$ cat config.mk
export PLATFORM = sky130hd
export DESIGN_NAME = rie_irq_enable_logic
export DESIGN_NICKNAME = d
export VERILOG_FILES = /design/src/rie_pkg.sv /design/src/rie_irq_enable_logic.sv /design/src/rie_pin_drive.sv /design/src/rie_pin_watch.sv
export SDC_FILE = /design/constraint.sdc
export NUM_CORES = 1
export LEC_CHECK = 0
export ABC_AREA = 1
export BUFFER_PORTS_ARGS = -buffer_cell sky130_fd_sc_hd__buf_2
export CAP_MARGIN = 10
export CORE_AREA = 3 3 67 69
export CTS_BUF_LIST = sky130_fd_sc_hd__clkbuf_4 sky130_fd_sc_hd__clkbuf_8
export CTS_CLUSTER_DIAMETER = 30
export CTS_CLUSTER_SIZE = 24
export DETAILED_ROUTE_END_ITERATION = 10
export DIE_AREA = 0 0 70 72
export GPL_TIMING_DRIVEN = 1
export PLACE_DENSITY = 0.83
export SYNTH_ARGS = -nofsm -noshare
export SYNTH_HDL_FRONTEND = slang
export SYNTH_SLANG_ARGS = --single-unit
$ cat constraint.sdc
create_clock -name i_ref_clk -period 1.55 [get_ports i_ref_clk]
set_input_delay 0.2325 -clock i_ref_clk [delete_from_list [all_inputs] [get_ports i_ref_clk]]
set_output_delay 0.2325 -clock i_ref_clk [all_outputs]
set_load 0.05 [all_outputs]
$ cat src/rie_pkg.sv
// Constants shared by the repeater interrupt enable logic
// Notes on behaviour
// - Enable bit 7: pin1 rise edge/high level
// - Enable bit 6: pin1 fall edge/low level
// - Enable bit 5: pin0 rise edge/high level
// - Enable bit 4: pin0 fall edge/low level
// - Trigger select 0 edge, 1 level
// - Enable bit 3 gates port1 remote wake
// - Enable bit 2 gates port1 disconnect
// - Enable bit 1 gates port0 remote wake
// - Enable bit 0 gates port0 disconnect
// - Second bit 7 overrides interrupt pin
// - Second bit 6 is forced pin state
// - Asserted level follows drive style, polarity
// - Second bit 3: port1 attach while phy down
// - Second bit 2: port0 attach while phy down
// - Second bit 1 gates port1 over-voltage
// - Second bit 0 gates port0 over-voltage
// - Enables at B3h, B4h, reset 00h
// - Sticky flags set by hardware, write-1-clear
// - Drive style 0 open-drain, 1 push-pull
// - Polarity 0 high, 1 low; push-pull only
package rie_pkg;
  // Register offsets
  localparam logic [7:0] RIE_STATUS_FIRST_OFS = 8'hA3;
  localparam logic [7:0] RIE_STATUS_SECOND_OFS = 8'hA4;
  localparam logic [7:0] RIE_GLOBAL_CONFIG_OFS = 8'hB2;
  localparam logic [7:0] RIE_ENABLE_FIRST_OFS = 8'hB3;
  localparam logic [7:0] RIE_ENABLE_SECOND_OFS = 8'hB4;
  // Reset values
  localparam logic [7:0] RIE_ENABLE_RESET = 8'h00;
  localparam logic [7:0] RIE_STATUS_RESET = 8'h00;
  localparam logic [1:0] RIE_CONFIG_RESET = 2'h0;
  localparam logic [7:0] RIE_UNMAPPED_DATA = 8'h00;
  // First enable and first status field positions
  localparam int RIE_PIN1_RISE_BIT = 7;
  localparam int RIE_PIN1_FALL_BIT = 6;
  localparam int RIE_PIN0_RISE_BIT = 5;
  localparam int RIE_PIN0_FALL_BIT = 4;
  localparam int RIE_PORT1_WAKE_BIT = 3;
  localparam int RIE_PORT1_DETACH_BIT = 2;
  localparam int RIE_PORT0_WAKE_BIT = 1;
  localparam int RIE_PORT0_DETACH_BIT = 0;
  // Second enable and second status field positions
  localparam int RIE_FORCE_EN_BIT = 7;
  localparam int RIE_FORCE_VALUE_BIT = 6;
  localparam int RIE_PORT1_ATTACH_BIT = 3;
  localparam int RIE_PORT0_ATTACH_BIT = 2;
  localparam int RIE_PORT1_OVERVOLT_BIT = 1;
  localparam int RIE_PORT0_OVERVOLT_BIT = 0;
  localparam logic [7:0] RIE_SECOND_WMASK = 8'hCF;
  localparam logic [7:0] RIE_STATUS_SECOND_MASK = 8'h0F;
  // Global configuration field positions
  localparam int RIE_DRIVE_STYLE_BIT = 4;
  localparam int RIE_POLARITY_BIT = 3;
  // Trigger select encoding
  localparam logic RIE_TRIGGER_EDGE = 1'b0;
  localparam logic RIE_TRIGGER_LEVEL = 1'b1;
endpackage

$ cat src/rie_irq_enable_logic.sv
// Interrupt enable, sticky status and pin control of the dual repeater
`timescale 1ns/1ps
module rie_irq_enable_logic (
  // Clock and reset
  input wire logic i_ref_clk,
  input wire logic i_reset,
  // Register access port from the serial front end
  input wire logic [7:0] i_reg_addr,
  input wire logic i_reg_wr,
  input wire logic [7:0] i_reg_wdata,
  input wire logic i_reg_rd,
  output logic [7:0] o_reg_rdata,
  // General-purpose pins and their trigger mode
  input wire logic i_pin0,
  input wire logic i_pin1,
  input wire logic i_pin0_trigger_select,
  input wire logic i_pin1_trigger_select,
  // Port events, one-cycle pulses or levels from repeater logic
  input wire logic i_port0_wake_evt,
  input wire logic i_port1_wake_evt,
  input wire logic i_port0_detach_evt,
  input wire logic i_port1_detach_evt,
  input wire logic i_port0_attach_evt,
  input wire logic i_port1_attach_evt,
  input wire logic i_port0_overvolt_evt,
  input wire logic i_port1_overvolt_evt,
  input wire logic i_embedded_host_phy_down,
  // Interrupt pin
  output logic o_irq_pin_out,
  output logic o_irq_pin_oe
);
  import rie_pkg::*;

  logic [7:0] irq_enable_first;
  logic [7:0] irq_enable_second;
  logic [7:0] status_first;
  logic [7:0] status_second;
  logic drive_push_pull;
  logic drive_active_low;
  logic [7:0] next_status_first;
  logic [7:0] next_status_second;
  logic [7:0] set_first;
  logic [7:0] set_second;
  logic [7:0] clear_first;
  logic [7:0] clear_second;
  logic pin0_rise_hit;
  logic pin0_fall_hit;
  logic pin1_rise_hit;
  logic pin1_fall_hit;
  logic irq_request;
  logic wr_enable_first;
  logic wr_enable_second;
  logic wr_config;
  logic wr_status_first;
  logic wr_status_second;

  // Pin condition detectors
  rie_pin_watch u_pin0_watch (
    .i_ref_clk(i_ref_clk),
    .i_reset(i_reset),
    .i_pin(i_pin0),
    .i_trigger_select(i_pin0_trigger_select),
    .o_rise_hit(pin0_rise_hit),
    .o_fall_hit(pin0_fall_hit)
  );

  rie_pin_watch u_pin1_watch (
    .i_ref_clk(i_ref_clk),
    .i_reset(i_reset),
    .i_pin(i_pin1),
    .i_trigger_select(i_pin1_trigger_select),
    .o_rise_hit(pin1_rise_hit),
    .o_fall_hit(pin1_fall_hit)
  );

  // Address decode of writes
  assign wr_enable_first = i_reg_wr && (i_reg_addr == RIE_ENABLE_FIRST_OFS);
  assign wr_enable_second = i_reg_wr &&
    (i_reg_addr == RIE_ENABLE_SECOND_OFS);
  assign wr_config = i_reg_wr && (i_reg_addr == RIE_GLOBAL_CONFIG_OFS);
  assign wr_status_first = i_reg_wr && (i_reg_addr == RIE_STATUS_FIRST_OFS);
  assign wr_status_second = i_reg_wr &&
    (i_reg_addr == RIE_STATUS_SECOND_OFS);

  // First enable register, all eight bits writable
  always_ff @(posedge i_ref_clk) begin
    if (i_reset) begin
      irq_enable_first <= RIE_ENABLE_RESET;
    end else if (wr_enable_first) begin
      irq_enable_first <= i_reg_wdata;
    end
  end

  // Second enable register; bits 5-4 stay zero
  always_ff @(posedge i_ref_clk) begin
    if (i_reset) begin
      irq_enable_second <= RIE_ENABLE_RESET;
    end else if (wr_enable_second) begin
      irq_enable_second <= i_reg_wdata & RIE_SECOND_WMASK;
    end
  end

  // Pin drive style and polarity, reset to open-drain
  always_ff @(posedge i_ref_clk) begin
    if (i_reset) begin
      drive_push_pull <= RIE_CONFIG_RESET[1];
      drive_active_low <= RIE_CONFIG_RESET[0];
    end else if (wr_config) begin
      drive_push_pull <= i_reg_wdata[RIE_DRIVE_STYLE_BIT];
      drive_active_low <= i_reg_wdata[RIE_POLARITY_BIT];
    end
  end

  // Event sources for the first status register
  always_comb begin
    set_first = 8'h00;
    set_first[RIE_PIN1_RISE_BIT] = pin1_rise_hit;
    set_first[RIE_PIN1_FALL_BIT] = pin1_fall_hit;
    set_first[RIE_PIN0_RISE_BIT] = pin0_rise_hit;
    set_first[RIE_PIN0_FALL_BIT] = pin0_fall_hit;
    set_first[RIE_PORT1_WAKE_BIT] = i_port1_wake_evt;
    set_first[RIE_PORT1_DETACH_BIT] = i_port1_detach_evt;
    set_first[RIE_PORT0_WAKE_BIT] = i_port0_wake_evt;
    set_first[RIE_PORT0_DETACH_BIT] = i_port0_detach_evt;
  end

  // Attach is only detected while enabled and the host phy is down
  always_comb begin
    set_second = 8'h00;
    set_second[RIE_PORT1_ATTACH_BIT] = i_port1_attach_evt &
      i_embedded_host_phy_down &
      irq_enable_second[RIE_PORT1_ATTACH_BIT];
    set_second[RIE_PORT0_ATTACH_BIT] = i_port0_attach_evt &
      i_embedded_host_phy_down &
      irq_enable_second[RIE_PORT0_ATTACH_BIT];
    set_second[RIE_PORT1_OVERVOLT_BIT] = i_port1_overvolt_evt;
    set_second[RIE_PORT0_OVERVOLT_BIT] = i_port0_overvolt_evt;
  end

  // Write-one-to-clear masks; a zero leaves the flag alone
  assign clear_first = wr_status_first ? i_reg_wdata : 8'h00;
  assign clear_second = wr_status_second ?
    (i_reg_wdata & RIE_STATUS_SECOND_MASK) : 8'h00;

  // Set wins over a clear in the same cycle so no event is lost
  assign next_status_first = (status_first & ~clear_first) | set_first;
  assign next_status_second = ((status_second & ~clear_second) |
    set_second) & RIE_STATUS_SECOND_MASK;

  // Sticky flags
  always_ff @(posedge i_ref_clk) begin
    if (i_reset) begin
      status_first <= RIE_STATUS_RESET;
      status_second <= RIE_STATUS_RESET;
    end else begin
      status_first <= next_status_first;
      status_second <= next_status_second;
    end
  end

  // Any enabled flag requests the pin; each bit pairs with its enable
  assign irq_request =
    (status_first[RIE_PIN1_RISE_BIT] &
      irq_enable_first[RIE_PIN1_RISE_BIT]) |
    (status_first[RIE_PIN1_FALL_BIT] &
      irq_enable_first[RIE_PIN1_FALL_BIT]) |
    (status_first[RIE_PIN0_RISE_BIT] &
      irq_enable_first[RIE_PIN0_RISE_BIT]) |
    (status_first[RIE_PIN0_FALL_BIT] &
      irq_enable_first[RIE_PIN0_FALL_BIT]) |
    (status_first[RIE_PORT1_WAKE_BIT] &
      irq_enable_first[RIE_PORT1_WAKE_BIT]) |
    (status_first[RIE_PORT1_DETACH_BIT] &
      irq_enable_first[RIE_PORT1_DETACH_BIT]) |
    (status_first[RIE_PORT0_WAKE_BIT] &
      irq_enable_first[RIE_PORT0_WAKE_BIT]) |
    (status_first[RIE_PORT0_DETACH_BIT] &
      irq_enable_first[RIE_PORT0_DETACH_BIT]) |
    (status_second[RIE_PORT1_ATTACH_BIT] &
      irq_enable_second[RIE_PORT1_ATTACH_BIT]) |
    (status_second[RIE_PORT0_ATTACH_BIT] &
      irq_enable_second[RIE_PORT0_ATTACH_BIT]) |
    (status_second[RIE_PORT1_OVERVOLT_BIT] &
      irq_enable_second[RIE_PORT1_OVERVOLT_BIT]) |
    (status_second[RIE_PORT0_OVERVOLT_BIT] &
      irq_enable_second[RIE_PORT0_OVERVOLT_BIT]);

  // Pin driver; registered so the pin never glitches on decode
  rie_pin_drive u_pin_drive (
    .i_ref_clk(i_ref_clk),
    .i_reset(i_reset),
    .i_irq_request(irq_request),
    .i_force_en(irq_enable_second[RIE_FORCE_EN_BIT]),
    .i_force_value(irq_enable_second[RIE_FORCE_VALUE_BIT]),
    .i_push_pull(drive_push_pull),
    .i_active_low(drive_active_low),
    .o_pin_out(o_irq_pin_out),
    .o_pin_oe(o_irq_pin_oe)
  );

  // Read data, one cycle after the read strobe; unmapped reads zero
  always_ff @(posedge i_ref_clk) begin
    if (i_reset) begin
      o_reg_rdata <= RIE_UNMAPPED_DATA;
    end else if (i_reg_rd) begin
      case (i_reg_addr)
        RIE_STATUS_FIRST_OFS: o_reg_rdata <= status_first;
        RIE_STATUS_SECOND_OFS: o_reg_rdata <= status_second;
        RIE_ENABLE_FIRST_OFS: o_reg_rdata <= irq_enable_first;
        RIE_ENABLE_SECOND_OFS: o_reg_rdata <= irq_enable_second;
        RIE_GLOBAL_CONFIG_OFS: begin
          o_reg_rdata <= RIE_UNMAPPED_DATA;
          o_reg_rdata[RIE_DRIVE_STYLE_BIT] <= drive_push_pull;
          o_reg_rdata[RIE_POLARITY_BIT] <= drive_active_low;
        end
        default: o_reg_rdata <= RIE_UNMAPPED_DATA;
      endcase
    end
  end
endmodule

$ cat src/rie_pin_drive.sv
// Interrupt pin driver with override, drive style and polarity
`timescale 1ns/1ps
module rie_pin_drive (
  // Clock and reset
  input wire logic i_ref_clk,
  input wire logic i_reset,
  // Request and configuration
  input wire logic i_irq_request,
  input wire logic i_force_en,
  input wire logic i_force_value,
  input wire logic i_push_pull,
  input wire logic i_active_low,
  // Pin
  output logic o_pin_out,
  output logic o_pin_oe
);
  import rie_pkg::*;

  logic asserted;

  // Override replaces the event logic entirely
  assign asserted = i_force_en ? i_force_value : i_irq_request;

  // Open-drain pulls low only when asserted; push-pull always drives
  always_ff @(posedge i_ref_clk) begin
    if (i_reset) begin
      o_pin_out <= 1'b0;
      o_pin_oe <= 1'b0;
    end else if (i_push_pull) begin
      o_pin_out <= asserted ^ i_active_low;
      o_pin_oe <= 1'b1;
    end else begin
      o_pin_out <= 1'b0;
      o_pin_oe <= asserted;
    end
  end
endmodule

$ cat src/rie_pin_watch.sv
// Synchroniser and edge/level detector for one general-purpose pin
`timescale 1ns/1ps
module rie_pin_watch (
  // Clock and reset
  input wire logic i_ref_clk,
  input wire logic i_reset,
  // Pin and mode
  input wire logic i_pin,
  input wire logic i_trigger_select,
  // Detected conditions
  output logic o_rise_hit,
  output logic o_fall_hit
);
  import rie_pkg::*;

  logic sync_first;
  logic sync_second;
  logic prev_level;
  logic prev_valid;
  logic [1:0] settle;

  // Two flops before any logic sees the pin
  always_ff @(posedge i_ref_clk) begin
    if (i_reset) begin
      sync_first <= 1'b0;
      sync_second <= 1'b0;
    end else begin
      sync_first <= i_pin;
      sync_second <= sync_first;
    end
  end

  // Previous level; valid waits until the cleared synchroniser has
  // refilled, so a pin already high at release is not taken as an edge
  always_ff @(posedge i_ref_clk) begin
    if (i_reset) begin
      prev_level <= 1'b0;
      settle <= 2'h0;
      prev_valid <= 1'b0;
    end else begin
      prev_level <= sync_second;
      settle <= {settle[0], 1'b1};
      prev_valid <= settle[1];
    end
  end

  // Edge mode fires once per edge, level mode fires every cycle
  always_comb begin
    if (i_trigger_select == RIE_TRIGGER_LEVEL) begin
      o_rise_hit = sync_second;
      o_fall_hit = ~sync_second;
    end else begin
      o_rise_hit = prev_valid & sync_second & ~prev_level;
      o_fall_hit = prev_valid & ~sync_second & prev_level;
    end
  end
endmodule

==> qor_table.md <==
| Step | Result | Value |
|:---|:---|:---|
| final layout | Area of combinational cells with multiple inputs | 981 um2 |
| clock tree | Post-CTS setup-driven buffer insertion count | 0 |
| clock tree | CTS clock-pin slew for the worst setup and hold paths | 90 ps |
| timing | Peak Freq | 841 MHz |
| timing | Final Hold Slack | 119 ps |
| critical path | Launching element type of the critical path | primary input |
| placed design | Post-detail-place hpwl | 3.64 mm |
| clock tree | Hold-fix buffers at CTS | 0 |
| clock tree | Clock tree from TritonCTS | done |
| clock tree | Post-CTS Resized | 0 |
| global routing | First-pass GRT wire length | 8.62 mm |
| synthesis | Synth Area per Inst | 7.29 um2 |
| final layout | Share of the core filled with cells in the final layout | 62.7% |
| final layout | Filler-free cell count of the finished design | 388 |
| routing | Wirelength, routed | 5.02 mm |
| timing | Final number of hold-violating endpoints | 0 |
| synthesis | Synthesized Nets | 325 |
| global routing | Tot GR Track Use | 21.6% |
| critical path | Crit. End Element | flop |
| power | Net switching power | 0.552 mW |
| floorplan | I/O pin count | 43 |
| power | Combinational fraction of design power | 7.1% |
| critical path | Maximum fanout count along the critical path | 9 |
| routing | Starting DRT DRC Count | 156 |
| placed design | Total placed cells including tap cells | 380 |
| final layout | Number of filler cells placed in the layout | 372 |
| timing | Clk_skew | 6.33 ps |
| timing | Unrepaired setup endpoints after global routing | false |
| timing | Part of the cycle the worst path needs | 76.7% |
| timing | Number of failing setup endpoints in the final timing report | 0 |
| final layout | Final antenna diode count | 0 |
| global routing | Grt total ovfl | 0 |
| routing | Length of the first detailed-routing pass in iterations | 4 |
| critical path | Classification of the worst setup path | primary input to flop |
| power | Largest vdd supply drop | 0.000624 V |
| routing | Detailed-route vias per instance | 5.17 |
| clock tree | Number of buffers on the longest clock path | 2 |
| clock tree | Source-to-sink clock delay at the later pin of the worst-skew pair | 310 ps |
| routing | Total number of vias | 2007 |
| floorplan | Vertical die dimension | 72 um |
| synthesis | Dominant cell type by area after synthesis | dfxtp_1 |
| final layout | Final net count | 370 |
| placed design | Global placement routability congestion | 0.879 |
| floorplan | Core footprint | 3970 um2 |
| power | Internal power contribution | 1.83 mW |
| critical path | Req. time, crit path | 1790 ps |
| power | Clock share of power | 40.2% |
| global routing | Number of global-route vias before repair | 1926 |
| synthesis | Share of synthesized area occupied by flip-flops and latches | 44.2% |
| final layout | Final non-filler cell area | 2490 um2 |
| run | Max capacitance violation total | 0 |
| critical path | Worst path arrival time | 1430 ps |
| power | Power per Cell Area | 957 nW/um2 |
| clock tree | Cell chosen for the clock root | clkbuf_8 |
| timing | Relative slew slack | 72.8% |
| timing | Slew @ Worst Pin | 405 ps |
| synthesis | FF+latch count, synth | 47 |
| synthesis | Fraction of post-synthesis cell area in the top cell type by area | 44.2% |
| synthesis | Post-Syn Area | 2130 um2 |
| timing | Post-layout min period | 1190 ps |
| placed design | Number of buffers inserted by port buffering | 42 |
| placed design | Placed cell area | 2370 um2 |
| final layout | Synth-to-layout area growth | 16.9% |
| synthesis | Most area-consuming cells after synthesis | dfxtp_1 (44%), nand2_1 (13%), nand3_1 (8.9%) |
| floorplan | Number of core rows | 23 |
| timing | Total negative slack for setup checks | 0 ps |
| floorplan | Floorplan die area | 5040 um2 |
| outcome | Status | finished, final reports clean |
| power | Cell leakage power | 1.12 nW |
| min path | Worst min-delay path category | primary input to flop |
| final layout | Fraction of layout instances using a drive strength above 1 | 22.5% |
| clock tree | CTS sink cnt | 47 |
| synthesis | Gate count of the mapped netlist | 292 |
| synthesis | Number of warnings issued by yosys | 0 |
| routing | Detail-routed net length per standard cell | 12.9 um |
| floorplan | Starting Density | 53.6% |
| clock tree | Number of buffers inserted during clock tree synthesis | 5 |
| routing | Final routed DRC violation total | 0 |
| timing | Max-slew violation count | 0 |
| power | Switching fraction of total power | 23.2% |
| floorplan | Chip width | 70 um |
| routing | Remaining number of nets flagged by the antenna check after routing | 0 |
| global routing | Number of antenna violations at the first check in global routing | 0 |
| power | Seq pwr share | 52.7% |
| global routing | Pin count of the biggest net entering global routing | 29 |
| final layout | Sequential cell area | 941 um2 |
| clock tree | Level count of the clock H-tree | 2 |
| synthesis | Post-synthesis cell type count | 22 |
[cells in the mapped netlist, drive strengths merged]
master,number
buf,6
clkbuf,5
a21oi,34
inv,32
and2,4
nor3,3
nand4,4
o21ai,16
nand3,40
nor2,22
nand2,79
dfxtp,47
[worst paths after layout]
kind,from,end,slack (ps),cells past startpoint
max reg2reg,irq_enable_second[3],u_pin_drive.o_pin_out,390,7
min reg2reg,u_pin0_watch.settle[1],u_pin1_watch.prev_valid,410,2
max,i_reg_addr[6],o_reg_rdata[4],360,10
min,i_pin1,u_pin1_watch.sync_first,120,3
[per-layer routing]
metal / up-vias / part of all wire [%] / GRT usage [%]
met1: 907 / 43 / 26.6
met3: 7 / 6.8 / 5.26
met4: 0 / 1.4 / 8.94
li1: 1027 / - / -
met2: 66 / 49 / 36.3
met5: - / 0 / 0
[final cells by class]
type                    count  area share [%]
multi-input cells         202            39.4
flip-flops and latches     47            37.8
repair buffers             49            10.6
inverters                  32            4.83
clock buffers               6            3.32
well taps                  50            2.51
clock inverters             2            1.56
[state kept, by name (all words and copies together) (netlist names)]
| signal | flops |
|---|---|
| drive_active_low | 1 |
| drive_push_pull | 1 |
| irq_enable_first | 8 |
| irq_enable_second | 6 |
| o_reg_rdata | 8 |
| status_first | 8 |
| status_second | 4 |
| u_pin0_watch.prev_level | 1 |
| u_pin0_watch.settle | 1 |
| u_pin0_watch.sync_first | 1 |
| u_pin0_watch.sync_second | 1 |
| u_pin1_watch.prev_level | 1 |
| u_pin1_watch.prev_valid | 1 |
| u_pin1_watch.settle | 1 |
| u_pin1_watch.sync_first | 1 |
| u_pin1_watch.sync_second | 1 |
| u_pin_drive.o_pin_oe | 1 |
| u_pin_drive.o_pin_out | 1 |
[cells in the final DEF, fill, tap and decap left out]
master / synthesis / routed
buf_4: 0 / 7
inv_6: 0 / 1
a21oi_2: 3 / 3
and2_1: 2 / 2
clkbuf_8: 1 / 6
nand2_2: 6 / 6
nor2_1: 18 / 18
inv_1: 32 / 32
nand3_2: 2 / 2
nand2_4: 2 / 2
nand3_1: 38 / 38
bufinv_16: 0 / 1
nand2_1: 71 / 71
o21ai_0: 16 / 16
dfxtp_1: 47 / 47
buf_2: 1 / 42
nor2_4: 4 / 4
nand4_1: 4 / 4
a21oi_1: 31 / 31
and2_4: 2 / 2
nor3_1: 3 / 3
[per-stage QoR]
step	setup WS, ps	power [mW]
global route	287	2.47
CTS	380	2.40
floorplan	358	1.37
detailed placement	45.5	1.45
finish	361	2.38
global placement	153	1.45
[cells by family after synthesis]
| kind of cell | after synthesis | synth area share [%] |
|---|---|---|
| AO/OA/AOI/OAI | 50 | 12.3 |
| buffers and inverters | 43 | 9.70 |
| flip-flops | 47 | 44.2 |
| AND/OR/NAND/NOR | 152 | 33.8 |
[worst max-delay path: stages]
cell	delay, ps
buf_2	100
inv_1	80
nand2_4	70
nor2_4	200
and2_1	190
buf_4	180
nand2_1	60
nand3_1	90
nand2_1	80
a21oi_1	140
[power by group through the flow]
stage | Sequential (mW) | Combinational (mW) | Clock [mW]
global route | 1.26 | 0.191 | 1.01
finish | 1.26 | 0.169 | 0.956
detailed placement | 1.28 | 0.169 | 0
global placement | 1.28 | 0.165 | 0
CTS | 1.26 | 0.169 | 0.980
floorplan | 1.28 | 0.0899 | 0
No activity file was read; power rests on OpenSTA's default activity.
